$ cat src/logic/pmc_pkg.sv
// constants shared by the power mode and oscillator calibration block
package pmc_pkg;
	// memory-mapped register addresses
	localparam logic [31:0] PMC_ADDR_PREKEY  = 32'hffff0404;
	localparam logic [31:0] PMC_ADDR_POWCTL  = 32'hffff0408;
	localparam logic [31:0] PMC_ADDR_POSTKEY = 32'hffff040c;
	localparam logic [31:0] PMC_ADDR_TRIM    = 32'hffff042c;
	localparam logic [31:0] PMC_ADDR_CALCTL  = 32'hffff0440;
	localparam logic [31:0] PMC_ADDR_CALSTA  = 32'hffff0444;
	localparam logic [31:0] PMC_ADDR_REFCNT  = 32'hffff0448;
	localparam logic [31:0] PMC_ADDR_LPCNT   = 32'hffff044c;
	// key values around a power_control write
	localparam logic [31:0] PMC_PREKEY_VAL   = 32'h00000001;
	localparam logic [31:0] PMC_POSTKEY_VAL  = 32'h000000f4;
	// power_control fields
	localparam int          PMC_PC_CD_LSB    = 0;
	localparam int          PMC_PC_CD_W      = 3;
	localparam int          PMC_PC_CORE      = 3;
	localparam int          PMC_PC_PERIPH    = 4;
	localparam int          PMC_PC_PLL       = 5;
	localparam int          PMC_PC_XTAL      = 6;
	localparam int          PMC_PC_PREC      = 7;
	localparam logic [7:0]  PMC_PC_RESET     = 8'h79;
	// peripheral gate vector layout
	localparam int          PMC_GATE_SRAM    = 0;
	localparam int          PMC_GATE_FLASH   = 1;
	localparam int          PMC_GATE_GPIO    = 2;
	localparam int          PMC_GATE_SPI     = 3;
	localparam int          PMC_GATE_UART    = 4;
	localparam int          PMC_GATE_W       = 5;
	// lp_osc_trim
	localparam int          PMC_TRIM_W       = 4;
	localparam logic [3:0]  PMC_TRIM_RESET   = 4'h8;
	// calibration_control fields
	localparam int          PMC_CC_EN        = 0;
	localparam int          PMC_CC_CLR_REF   = 1;
	localparam int          PMC_CC_CLR_LP    = 2;
	localparam int          PMC_CC_RST       = 3;
	localparam int          PMC_CC_SRC       = 4;
	// calibration_status fields and state codes
	localparam int          PMC_CS_BUSY      = 0;
	localparam int          PMC_CS_EN        = 1;
	localparam int          PMC_CS_ST_LSB    = 2;
	localparam logic [1:0]  PMC_ST_IDLE      = 2'h0;
	localparam logic [1:0]  PMC_ST_ARM       = 2'h1;
	localparam logic [1:0]  PMC_ST_COUNT     = 2'h2;
	localparam logic [1:0]  PMC_ST_DONE      = 2'h3;
	// calibration counters
	localparam int          PMC_REF_W        = 9;
	localparam int          PMC_LP_W         = 10;
	localparam logic [8:0]  PMC_REF_TERM     = 9'h1ff;
	localparam logic [2:0]  PMC_LP_DIV_LOG2  = 3'h2;

	typedef enum logic [1:0] {PMC_KEY_IDLE, PMC_KEY_ARMED, PMC_KEY_HELD} pmc_key_e;
	typedef enum logic [1:0] {PMC_CAL_IDLE, PMC_CAL_ARM, PMC_CAL_COUNT, PMC_CAL_DONE} pmc_cal_e;
endpackage : pmc_pkg

$ cat src/logic/pmc_pulse_div.sv
// divides a tick enable by a power of two chosen at run time
`timescale 1ns/1ps
`default_nettype none
module pmc_pulse_div #(
	parameter int CW = 7
) (
	input  wire logic            clk_i,
	input  wire logic            rst_n_i,
	input  wire logic            tick_i,
	input  wire logic [2:0]      log2_i,
	output logic                 tick_o
);
	logic [CW-1:0] cnt_ff;
	logic [CW-1:0] nxt_cnt;
	logic [CW-1:0] mask;

	always_comb begin
		mask    = CW'((32'h1 << log2_i) - 32'h1);
		nxt_cnt = tick_i ? cnt_ff + CW'(1) : cnt_ff;
		// one pulse every 2**log2 input ticks
		tick_o  = tick_i && ((cnt_ff | ~mask) == {CW{1'b1}});
	end

	always_ff @(posedge clk_i or negedge rst_n_i) begin
		if (!rst_n_i) begin
			cnt_ff <= '0;
		end else begin
			cnt_ff <= nxt_cnt;
		end
	end
endmodule : pmc_pulse_div
`default_nettype wire

$ cat src/logic/pmc_cal_counter.sv
// saturating up counter with synchronous clear for oscillator calibration
`timescale 1ns/1ps
`default_nettype none
module pmc_cal_counter #(
	parameter int W = 9
) (
	input  wire logic         clk_i,
	input  wire logic         rst_n_i,
	input  wire logic         clr_i,
	input  wire logic         inc_i,
	output logic [W-1:0]      cnt_o
);
	logic [W-1:0] cnt_ff;
	logic [W-1:0] nxt_cnt;

	always_comb begin
		nxt_cnt = cnt_ff;
		if (clr_i) begin
			nxt_cnt = '0;
		end else if (inc_i && (cnt_ff != {W{1'b1}})) begin
			nxt_cnt = cnt_ff + W'(1);
		end
	end

	always_ff @(posedge clk_i or negedge rst_n_i) begin
		if (!rst_n_i) begin
			cnt_ff <= '0;
		end else begin
			cnt_ff <= nxt_cnt;
		end
	end

	assign cnt_o = cnt_ff;
endmodule : pmc_cal_counter
`default_nettype wire

$ cat src/logic/pmc_top.sv
// power mode control with keyed register and low power oscillator calibration
`timescale 1ns/1ps
`default_nettype none
module pmc_top
	import pmc_pkg::*;
(
	input  wire logic                          CLK_SYS_I,
	input  wire logic                          ARST_N_I,
	input  wire logic [31:0]                   MMR_ADDR_I,
	input  wire logic                          MMR_WR_I,
	input  wire logic [31:0]                   MMR_WDATA_I,
	input  wire logic                          MMR_RD_I,
	output logic      [31:0]                   MMR_RDATA_O,
	input  wire logic                          WAKEUP_I,
	input  wire logic                          PLL_TICK_I,
	input  wire logic                          PREC_OSC_TICK_I,
	input  wire logic                          XTAL_TICK_I,
	input  wire logic                          LP_OSC_TICK_I,
	input  wire logic                          HV_PREC_OSC_EN_I,
	input  wire logic                          WAKE_TMR_LP_SRC_I,
	input  wire logic                          TIMER_SRC_PLL_I,
	output logic                               CORE_CLK_EN_O,
	output logic                               CORE_PWR_EN_O,
	output logic      [pmc_pkg::PMC_GATE_W-1:0] PERIPH_GATE_EN_O,
	output logic                               PLL_PWR_EN_O,
	output logic                               XTAL_PWR_EN_O,
	output logic                               PREC_IN_EN_O,
	output logic                               LIN_WAKE_DET_EN_O,
	output logic                               WAKE_TMR_RUN_O,
	output logic                               TIMER_RUN_O,
	output logic      [pmc_pkg::PMC_TRIM_W-1:0] LP_OSC_TRIM_O
);
	import pmc_pkg::*;

	// ---------------- keyed power control ----------------
	pmc_key_e              key_ff;
	pmc_key_e              nxt_key;
	logic [7:0]            pend_ff;
	logic [7:0]            nxt_pend;
	logic [7:0]            pc_ff;
	logic [7:0]            nxt_pc;
	logic [7:0]            eff;
	logic                  core_on;
	logic                  periph_on;
	logic                  pll_on;

	always_comb begin
		nxt_key  = PMC_KEY_IDLE;
		nxt_pend = pend_ff;
		nxt_pc   = pc_ff;
		eff      = pend_ff;
		// interlocks: core holds peripherals up, either holds the PLL up
		eff[PMC_PC_PERIPH] = pend_ff[PMC_PC_PERIPH] | pend_ff[PMC_PC_CORE];
		eff[PMC_PC_PLL]    = pend_ff[PMC_PC_PLL] | eff[PMC_PC_PERIPH];
		if (!MMR_WR_I) begin
			nxt_key = key_ff;
		end else if (MMR_ADDR_I == PMC_ADDR_PREKEY && MMR_WDATA_I == PMC_PREKEY_VAL) begin
			nxt_key = PMC_KEY_ARMED;
		end else if (key_ff == PMC_KEY_ARMED && MMR_ADDR_I == PMC_ADDR_POWCTL) begin
			nxt_key  = PMC_KEY_HELD;
			nxt_pend = MMR_WDATA_I[7:0];
		end else if (key_ff == PMC_KEY_HELD && MMR_ADDR_I == PMC_ADDR_POSTKEY
				&& MMR_WDATA_I == PMC_POSTKEY_VAL) begin
			nxt_pc = eff;
		end
		// a wake-up event wins over a committing write in the same cycle
		if (WAKEUP_I) begin
			nxt_pc[PMC_PC_CORE]   = 1'b1;
			nxt_pc[PMC_PC_PERIPH] = 1'b1;
			nxt_pc[PMC_PC_PLL]    = 1'b1;
		end
	end

	always_ff @(posedge CLK_SYS_I or negedge ARST_N_I) begin
		if (!ARST_N_I) begin
			key_ff  <= PMC_KEY_IDLE;
			pend_ff <= '0;
			pc_ff   <= PMC_PC_RESET;
		end else begin
			key_ff  <= nxt_key;
			pend_ff <= nxt_pend;
			pc_ff   <= nxt_pc;
		end
	end

	assign core_on   = pc_ff[PMC_PC_CORE];
	assign periph_on = pc_ff[PMC_PC_PERIPH];
	assign pll_on    = pc_ff[PMC_PC_PLL];

	logic pll_tick_gated;
	logic core_tick;
	assign pll_tick_gated = PLL_TICK_I && pll_on;

	pmc_pulse_div #(
		.CW      (7)
	) u_core_div (
		.clk_i   (CLK_SYS_I),
		.rst_n_i (ARST_N_I),
		.tick_i  (pll_tick_gated),
		.log2_i  (pc_ff[PMC_PC_CD_LSB +: PMC_PC_CD_W]),
		.tick_o  (core_tick)
	);

	assign CORE_CLK_EN_O     = core_tick && core_on;
	assign CORE_PWR_EN_O     = core_on;
	assign PERIPH_GATE_EN_O  = {PMC_GATE_W{periph_on}};
	assign PLL_PWR_EN_O      = pll_on;
	assign XTAL_PWR_EN_O     = pc_ff[PMC_PC_XTAL];
	assign PREC_IN_EN_O      = pc_ff[PMC_PC_PREC] && HV_PREC_OSC_EN_I;
	assign LIN_WAKE_DET_EN_O = 1'b1;
	assign WAKE_TMR_RUN_O    = periph_on || WAKE_TMR_LP_SRC_I;
	// a timer on the PLL clock freezes with it, others are left alone
	assign TIMER_RUN_O       = pll_on || !TIMER_SRC_PLL_I;

	// ---------------- trim and calibration control ----------------
	logic [PMC_TRIM_W-1:0] trim_ff;
	logic [PMC_TRIM_W-1:0] nxt_trim;
	logic                  src_ff;
	logic                  nxt_src;
	logic                  en_ff;
	logic                  nxt_en;
	pmc_cal_e              cal_ff;
	pmc_cal_e              nxt_cal;
	logic                  ctl_wr;
	logic                  start;
	logic                  abort;
	logic                  clr_ref;
	logic                  clr_lp;
	logic                  counting;
	logic [1:0]            st_code;
	logic [PMC_REF_W-1:0]  ref_cnt;
	logic [PMC_LP_W-1:0]   lp_cnt;

	assign ctl_wr = MMR_WR_I && MMR_ADDR_I == PMC_ADDR_CALCTL;

	always_comb begin
		nxt_trim = trim_ff;
		nxt_src  = src_ff;
		nxt_en   = en_ff;
		nxt_cal  = cal_ff;
		clr_ref  = 1'b0;
		clr_lp   = 1'b0;
		if (MMR_WR_I && MMR_ADDR_I == PMC_ADDR_TRIM) begin
			// higher trim slows the oscillator; upper nibble is not writable
			nxt_trim = MMR_WDATA_I[PMC_TRIM_W-1:0];
		end
		if (ctl_wr) begin
			nxt_src = MMR_WDATA_I[PMC_CC_SRC];
			nxt_en  = MMR_WDATA_I[PMC_CC_EN] && !MMR_WDATA_I[PMC_CC_RST];
			clr_ref = MMR_WDATA_I[PMC_CC_CLR_REF] || MMR_WDATA_I[PMC_CC_RST];
			clr_lp  = MMR_WDATA_I[PMC_CC_CLR_LP] || MMR_WDATA_I[PMC_CC_RST];
		end
		start = !en_ff && nxt_en;
		abort = en_ff && !nxt_en;
		unique case (cal_ff)
			PMC_CAL_IDLE: begin
				if (start) begin
					nxt_cal = PMC_CAL_ARM;
				end
			end
			PMC_CAL_ARM: begin
				clr_ref = 1'b1;
				clr_lp  = 1'b1;
				nxt_cal = abort ? PMC_CAL_IDLE : PMC_CAL_COUNT;
			end
			PMC_CAL_COUNT: begin
				if (abort) begin
					nxt_cal = PMC_CAL_IDLE;
				end else if (ref_cnt == PMC_REF_TERM) begin
					nxt_cal = PMC_CAL_DONE;
				end
			end
			PMC_CAL_DONE: begin
				nxt_cal = PMC_CAL_IDLE;
				if (!ctl_wr) begin
					nxt_en = 1'b0;
				end
			end
		endcase
		// 511 reference ticks give about 4 ms at 131 kHz or 16 ms at 32 kHz
		counting = cal_ff == PMC_CAL_COUNT && ref_cnt != PMC_REF_TERM;
	end

	always_ff @(posedge CLK_SYS_I or negedge ARST_N_I) begin
		if (!ARST_N_I) begin
			trim_ff <= PMC_TRIM_RESET;
			src_ff  <= 1'b0;
			en_ff   <= 1'b0;
			cal_ff  <= PMC_CAL_IDLE;
		end else begin
			trim_ff <= nxt_trim;
			src_ff  <= nxt_src;
			en_ff   <= nxt_en;
			cal_ff  <= nxt_cal;
		end
	end

	assign LP_OSC_TRIM_O = trim_ff;

	logic ref_tick;
	logic lp_div_tick;
	logic lp_tick;
	assign ref_tick = src_ff ? (XTAL_TICK_I && pc_ff[PMC_PC_XTAL])
	                         : (PREC_OSC_TICK_I && PREC_IN_EN_O);

	pmc_pulse_div #(
		.CW      (3)
	) u_lp_div (
		.clk_i   (CLK_SYS_I),
		.rst_n_i (ARST_N_I),
		.tick_i  (LP_OSC_TICK_I),
		.log2_i  (PMC_LP_DIV_LOG2),
		.tick_o  (lp_div_tick)
	);

	// the crystal reference runs at a quarter rate, so the divided path follows it
	assign lp_tick = src_ff ? lp_div_tick : LP_OSC_TICK_I;

	pmc_cal_counter #(
		.W       (PMC_REF_W)
	) u_ref_cnt (
		.clk_i   (CLK_SYS_I),
		.rst_n_i (ARST_N_I),
		.clr_i   (clr_ref),
		.inc_i   (counting && ref_tick),
		.cnt_o   (ref_cnt)
	);

	pmc_cal_counter #(
		.W       (PMC_LP_W)
	) u_lp_cnt (
		.clk_i   (CLK_SYS_I),
		.rst_n_i (ARST_N_I),
		.clr_i   (clr_lp),
		.inc_i   (counting && lp_tick),
		.cnt_o   (lp_cnt)
	);

	// ---------------- register read ----------------
	logic [31:0] rdata_ff;
	logic [31:0] nxt_rdata;

	always_comb begin
		unique case (cal_ff)
			PMC_CAL_IDLE:  st_code = PMC_ST_IDLE;
			PMC_CAL_ARM:   st_code = PMC_ST_ARM;
			PMC_CAL_COUNT: st_code = PMC_ST_COUNT;
			PMC_CAL_DONE:  st_code = PMC_ST_DONE;
		endcase
		nxt_rdata = rdata_ff;
		if (MMR_RD_I) begin
			nxt_rdata = '0;
			unique case (MMR_ADDR_I)
				PMC_ADDR_POWCTL: nxt_rdata[7:0] = pc_ff;
				PMC_ADDR_TRIM:   nxt_rdata[PMC_TRIM_W-1:0] = trim_ff;
				PMC_ADDR_CALCTL: begin
					nxt_rdata[PMC_CC_SRC] = src_ff;
					nxt_rdata[PMC_CC_EN]  = en_ff;
				end
				PMC_ADDR_CALSTA: begin
					nxt_rdata[PMC_CS_ST_LSB +: 2] = st_code;
					nxt_rdata[PMC_CS_EN]          = en_ff;
					nxt_rdata[PMC_CS_BUSY]        = cal_ff == PMC_CAL_ARM
					                                || cal_ff == PMC_CAL_COUNT;
				end
				PMC_ADDR_REFCNT: nxt_rdata[PMC_REF_W-1:0] = ref_cnt;
				PMC_ADDR_LPCNT:  nxt_rdata[PMC_LP_W-1:0]  = lp_cnt;
				default:         nxt_rdata = '0;
			endcase
		end
	end

	always_ff @(posedge CLK_SYS_I or negedge ARST_N_I) begin
		if (!ARST_N_I) begin
			rdata_ff <= '0;
		end else begin
			rdata_ff <= nxt_rdata;
		end
	end

	assign MMR_RDATA_O = rdata_ff;
endmodule : pmc_top
`default_nettype wire

$ cat config.mk
export PLATFORM = sky130hd
export DESIGN_NAME = pmc_top
export DESIGN_NICKNAME = d
export VERILOG_FILES = /design/src/logic/pmc_pkg.sv /design/src/logic/pmc_pulse_div.sv /design/src/logic/pmc_cal_counter.sv /design/src/logic/pmc_top.sv
export SDC_FILE = /design/constraint.sdc
export NUM_CORES = 1
export LEC_CHECK = 0
export BUFFER_PORTS_ARGS = -buffer_cell sky130_fd_sc_hd__buf_2
export CAP_MARGIN = 20
export CORE_MARGIN = 2
export CORE_UTILIZATION = 33
export CTS_CLUSTER_DIAMETER = 40
export DETAILED_ROUTE_END_ITERATION = 10
export PLACE_DENSITY = 0.55
export SYNTH_ARGS = -nofsm -noshare
export SYNTH_HDL_FRONTEND = slang
export SYNTH_SLANG_ARGS = --single-unit
$ cat constraint.sdc
create_clock -name CLK_SYS_I -period 3.89 [get_ports CLK_SYS_I]
set_input_delay 0 -clock CLK_SYS_I [delete_from_list [all_inputs] [get_ports CLK_SYS_I]]
set_output_delay 0 -clock CLK_SYS_I [all_outputs]
set_load 0.02 [all_outputs]
; Yosys cells after proc, flatten, opt, wreduce, memory -nomap -nowiden
; Index checks and enable logic that the tools add are counted.
[totals]
register_bits = 65
input_bits = 76
word_cells = 120
[op_classes]
addsub = 5
n_eq_ne = 24
shifts = 1
mux = 32
bitwise = 6
reduce_logical = 39
[ops]
columns = cell, count
row1 = $eq A32 B32 Y1 const B, 8
row2 = $eq A32 B1 Y1 const B, 1
row3 = $eq A32 B8 Y1 const B, 1
row4 = $mux W6, 4
row5 = $logic_and A1 B1 Y1, 21
row6 = $mux W10, 2
row7 = $mux W9, 2
row8 = $pmux W2 S4, 2
row9 = $pmux W3 S5, 1
row10 = $mux W2, 6
row11 = $add A10 B1 Y10 const B, 1
row12 = $mux W1, 10
row13 = $ne A10 B10 Y1 const B, 1
row14 = $add A9 B1 Y9 const B, 1
row15 = $eq A9 B9 Y1 const B, 1
row16 = $ne A9 B9 Y1 const B, 1
row17 = $pmux W3 S3, 1
row18 = $eq A2 B2 Y1 const B, 4
row19 = $reduce_and A4 Y1, 2
row20 = $reduce_bool A2 Y1, 4
row21 = $add A7 B1 Y7 const B, 1
row22 = $eq A7 B7 Y1 const B, 1
row23 = $not A7 Y7, 1
row24 = $or A7 B7 Y7, 1
row25 = 17 further kinds, 29

; Depth between registers and ports, before layout
[logic_depth]
ltp_word = 8
ltp_mapped = 9
mapped_depth_nobuf = 9

; By module
; From an unflattened synthesis, not the netlist that was laid out.
[hier_totals]
hier_cells = 405
hier_area_um2 = 4082.7
[by_module_without_submodules]
columns = module, n_inst, cells_each, area_each_um2
row1 = pmc_top, 1, 252, 2532.4
row2 = pmc_cal_counter (u_lp_cnt), 1, 55, 536.8
row3 = pmc_cal_counter (u_ref_cnt), 1, 46, 462.9
row4 = pmc_pulse_div (u_core_div), 1, 34, 349.1
row5 = pmc_pulse_div (u_lp_div), 1, 18, 201.4

; Worst setup path after synthesis
; Ideal clock, no wire load.
[synth_path]
kind = reg2out
start = register pc_ff[0]
end = output CORE_CLK_EN_O
arrival_ns = 2.374
slack_ns = 1.516
path_stages_with_launch = 7
path_buffers = 0
cell_sequence = dfstp_2 or3_1 ha_1 nor2b_1 o21ai_0 a21oi_1 a2111oi_0
[synth_between]
elab_chain_cells = 7
[synth_rtl]
columns = element, line_no
row1 = start: declaration, pmc_top.sv:40  ; logic [7:0] pc_ff;
row2 = start signal: assignment, pmc_top.sv:82  ; pc_ff <= nxt_pc;
row3 = $shl A1 B3 Y7, pmc_pulse_div.sv:18  ; mask = CW'((32'h1 << log2_i) - 32'h1);
row4 = $sub A7 B1 Y7, pmc_pulse_div.sv:18
row5 = $not A7 Y7, pmc_pulse_div.sv:21  ; tick_o = tick_i && ((cnt_ff | ~mask) == {CW{1'b1}});
row6 = $or A7 B7 Y7, pmc_pulse_div.sv:21
row7 = $eq A7 B7 Y1, pmc_pulse_div.sv:21
row8 = $logic_and A1 B1 Y1, pmc_pulse_div.sv:21
row9 = $logic_and A1 B1 Y1, pmc_top.sv:104  ; assign CORE_CLK_EN_O = core_tick && core_on;
row10 = end: declaration, pmc_top.sv:22  ; output logic CORE_CLK_EN_O,
; Every way passes these cells.

; Worst setup path in the final report
[layout_path]
start = register pc_ff[2]
end = output CORE_CLK_EN_O
; The elaborated chain is that of the path after synthesis.

==> results.py <==
metrics = {
    "sta": {
        "drv_slew": 0,
        "fin_crit_sh_pct": 62.5,
        "min_period_ns": 2.43,
        "grt_setup_unrepaired": "no",
        "relSlewSlack_pct": 33.9,
        "setup_violations": 0,
        "finalClockSkew_ns": 0.00396,
        "max_freq_mhz": 411,
        "finalHoldViolCount": 0,
        "setup_tns_ns": 0,
        "tightest_slew_ns": 0.983,
    },
    "worst_setup_path": {
        "cp-end-kind": "output port",
        "required_ns": 3.89,
        "path_cells": "or3_1 -> ha_1 -> nor2b_1 -> o21ai_0 -> a21oi_1 -> a2111oi_0 -> buf_2",
        "r2r_setup_slack_ns": 1.50,
        "startpoint_type": "register",
        "critPathMaxStageDelay_ns": 0.50,
        "worst-setup-path-type": "register to output port",
        "cp_slowest_cell": "dfrtp_1",
        "critPathMaxFanout": 11,
        "cp_data_arrival_time_ns": 2.43,
    },
    "finish": {
        "fin_cells": 667,
        "nets": 606,
        "area_growth_pct": 24.6,
        "fill_cells": 1139,
        "multi_input_area_sq_um": 2130,
        "num_antenna_cells": 0,
        "final_util_pct": 42.6,
        "drive_gt1_share_pct": 30.3,
        "register_area_sq_um": 1610,
    },
    "synthesis": {
        "synth_area_leaders": "dfrtp_1, mux2_2, buf_4",
        "yosys_warnings": 0,
        "synth_edf_count": 0,
        "synth_cells": 407,
        "yosysSeqAreaShare_pct": 40.7,
        "synthFlopType": "dfrtp_1",
        "syn_avg_cell_area_sq_um": 9.70,
        "yosys.area.top_type": "dfrtp_1",
        "async_reset_ff_share_pct": 100,
        "synth_seq_cells": 64,
        "syn_area_sq_um": 3950,
        "synth_cell_types": 60,
        "yosysTopAreaCellShare_pct": 36.8,
    },
    "global_route": {
        "antenna_found_initial": 0,
        "grt_pass1_vias": 3356,
        "globalRouteOverflowTotal": 0,
        "grt_use_total_pct": 16.8,
        "grt_first_pass_wirelength_um": 17000,
        "grt_max_degree": 37,
    },
    "clock_network": {
        "cts_sinks": 64,
        "cts_hold_buf": 11,
        "cts_setup_buffers": 0,
        "cts_buffers": 9,
        "cts_resized": 0,
        "cts.htree.levels": 3,
        "clk_pin_slew_ns": 0.05,
        "clock_path_buffers": 2,
        "clock-root-buffer": "clkbuf_16",
        "cts_tree": "built",
        "clk_latency_ns": 0.33,
    },
    "floorplanning": {
        "std_cell_rows": 39,
        "die_h_um": 113,
        "die_w_um": 113,
        "ioPinCount": 125,
        "die_area_sq_um": 12900,
        "core_area_sq_um": 11600,
        "start_util_pct": 34.1,
    },
    "route": {
        "drt-initial-drc-count": 155,
        "drt_wl_total_um": 10500,
        "final_antenna_net_count": 0,
        "drt-wirelength-per-cell_um": 15.7,
        "vias": 3530,
        "drc": 0,
        "vias_per_cell": 5.29,
        "dr.pass1.iters": 5,
    },
    "pwr": {
        "powerDensity_nw_per_um2": 399,
        "p_leak_nw": 2.28,
        "ir_worst_vdd_mv": 0.186,
    },
    "place": {
        "numPortBuffers": 101,
        "dp_hpwl_um": 8200,
        "dp.cells": 639,
        "gp_congestion": 0.927,
    },
    "status": {
        "status": "finished, final reports clean",
    },
    "job": {
        "drv_cap": 0,
    },
    "min_path": {
        "hold_path_class": "input pin to register",
    },
}
-- Yosys cell counts (all sizes together) (5+ instances only) --
cell type / count
nor3: 13
nand2b: 7
or4b: 5
nand2: 28
and3: 6
nor2: 38
dfstp: 6
xor2: 6
mux2i: 7
nand4: 16
buf: 31
a21oi: 14
o21ai: 15
ha: 11
inv: 12
mux2: 21
dfrtp: 58
and2: 5
nor4: 11
nand3: 21
xnor2: 17
nand4b: 5
-- sequential cells by signal, summed over array words and instances, names as in the netlist --
| signal | cells |
|---|---|
| MMR_RDATA_O | 10 |
| u_lp_cnt.cnt_o | 10 |
| u_ref_cnt.cnt_o | 9 |
| pc_ff | 8 |
| pend_ff | 8 |
| u_core_div.cnt_ff | 7 |
| LP_OSC_TRIM_O | 4 |
| cal_ff | 2 |
| key_ff | 2 |
| u_lp_div.cnt_ff | 2 |
| en_ff | 1 |
| src_ff | 1 |
-- per-layer routing --
| layer | track usage [%] | up-vias | wire length (um) |
|---|---|---|---|
| li1 | - | 1659 | - |
| met1 | 22.7 | 1680 | 4730 |
| met2 | 26.9 | 177 | 4800 |
| met3 | 3.72 | 14 | 799 |
| met4 | 5.53 | 0 | 170 |
| met5 | 0 | - | 0 |
-- stage by stage --
| stage | hold WS (ns) | cell area [sq um] | worst slack, ns | power (W) |
|---|---|---|---|---|
| global route | 0.0197 | 4920 | 1.31 | 0.00207 |
| global placement | 0.0638 | 4480 | 1.56 | 0.00112 |
| floorplan | -0.296 | 4030 | 1.52 | 0.00103 |
| finish | 0.0108 | 4920 | 1.46 | 0.00196 |
| detailed placement | 0.0774 | 4480 | 1.50 | 0.00113 |
| CTS | 0.00186 | 4910 | 1.44 | 0.00198 |
-- cell type report --
type	instances	area share, %
clock inverters	2	0.712
multi-input cells	317	43.3
repair buffers	115	13.0
flip-flops and latches	64	32.7
well taps	143	3.64
inverters	12	0.915
clock buffers	14	5.77
-- placed cells by master, fill, tap and decap left out, types with 12 or more instances in the layout --
cell type,netlist,final
nand3_1,21,21
xnor2_1,17,17
nand2_1,28,28
mux2_2,21,21
nor3_1,13,13
a21oi_1,14,14
o21ai_0,15,15
dfrtp_1,58,58
nand4_1,15,15
nor2_1,38,38
buf_2,2,101
conb_1,2,23
inv_1,12,12
-- path summary, 6_finish.rpt --
check / startpoint / endpoint / depth (start not counted)
max: pc_ff[2] / CORE_CLK_EN_O / 7
min: MMR_WDATA_I[3] / LP_OSC_TRIM_O[3] / 2
max reg2reg: u_ref_cnt.cnt_o[0] / u_lp_cnt.cnt_o[7] / 9
min reg2reg: u_lp_div.cnt_ff[0] / u_lp_div.cnt_ff[0] / 1
max in group asynchronous: ARST_N_I / pc_ff[3] / 3
min in group asynchronous: ARST_N_I / pend_ff[4] / 2
-- report_power, final --
part           switching (W)  leakage (nW)  internal [W]
Sequential         0.0000952         0.841      0.000743
Combinational       0.000139          1.28      0.000144
Clock               0.000277         0.159      0.000565
Total               0.000512          2.28       0.00145
-- kinds of logic (layout without fill, tap and decap cells) --
logic type | count (synthesis) | in the layout | share of synthesized area [%]
AND/OR/NAND/NOR | 173 | 173 | 24.8
XOR/XNOR | 23 | 23 | 5.10
multiplexers | 29 | 29 | 8.33
flip-flops | 64 | 64 | 40.7
adder cells (fa/ha/maj) | 11 | 11 | 3.49
other | 2 | 23 | 0.190
AO/OA/AOI/OAI | 58 | 58 | 10.0
buffers and inverters | 47 | 143 | 7.29
-- critical path: cells and delay by family, from the launching register on --
family | cells | cell delay [ns]
AOI/OAI and AO/OA | 3 | 0.56
DFF | 1 | 0.50
buffers and inverters | 1 | 0.24
and+or+nand+nor | 2 | 0.55
adders and majority gates | 1 | 0.26
Power figures use the tool's default switching activity.
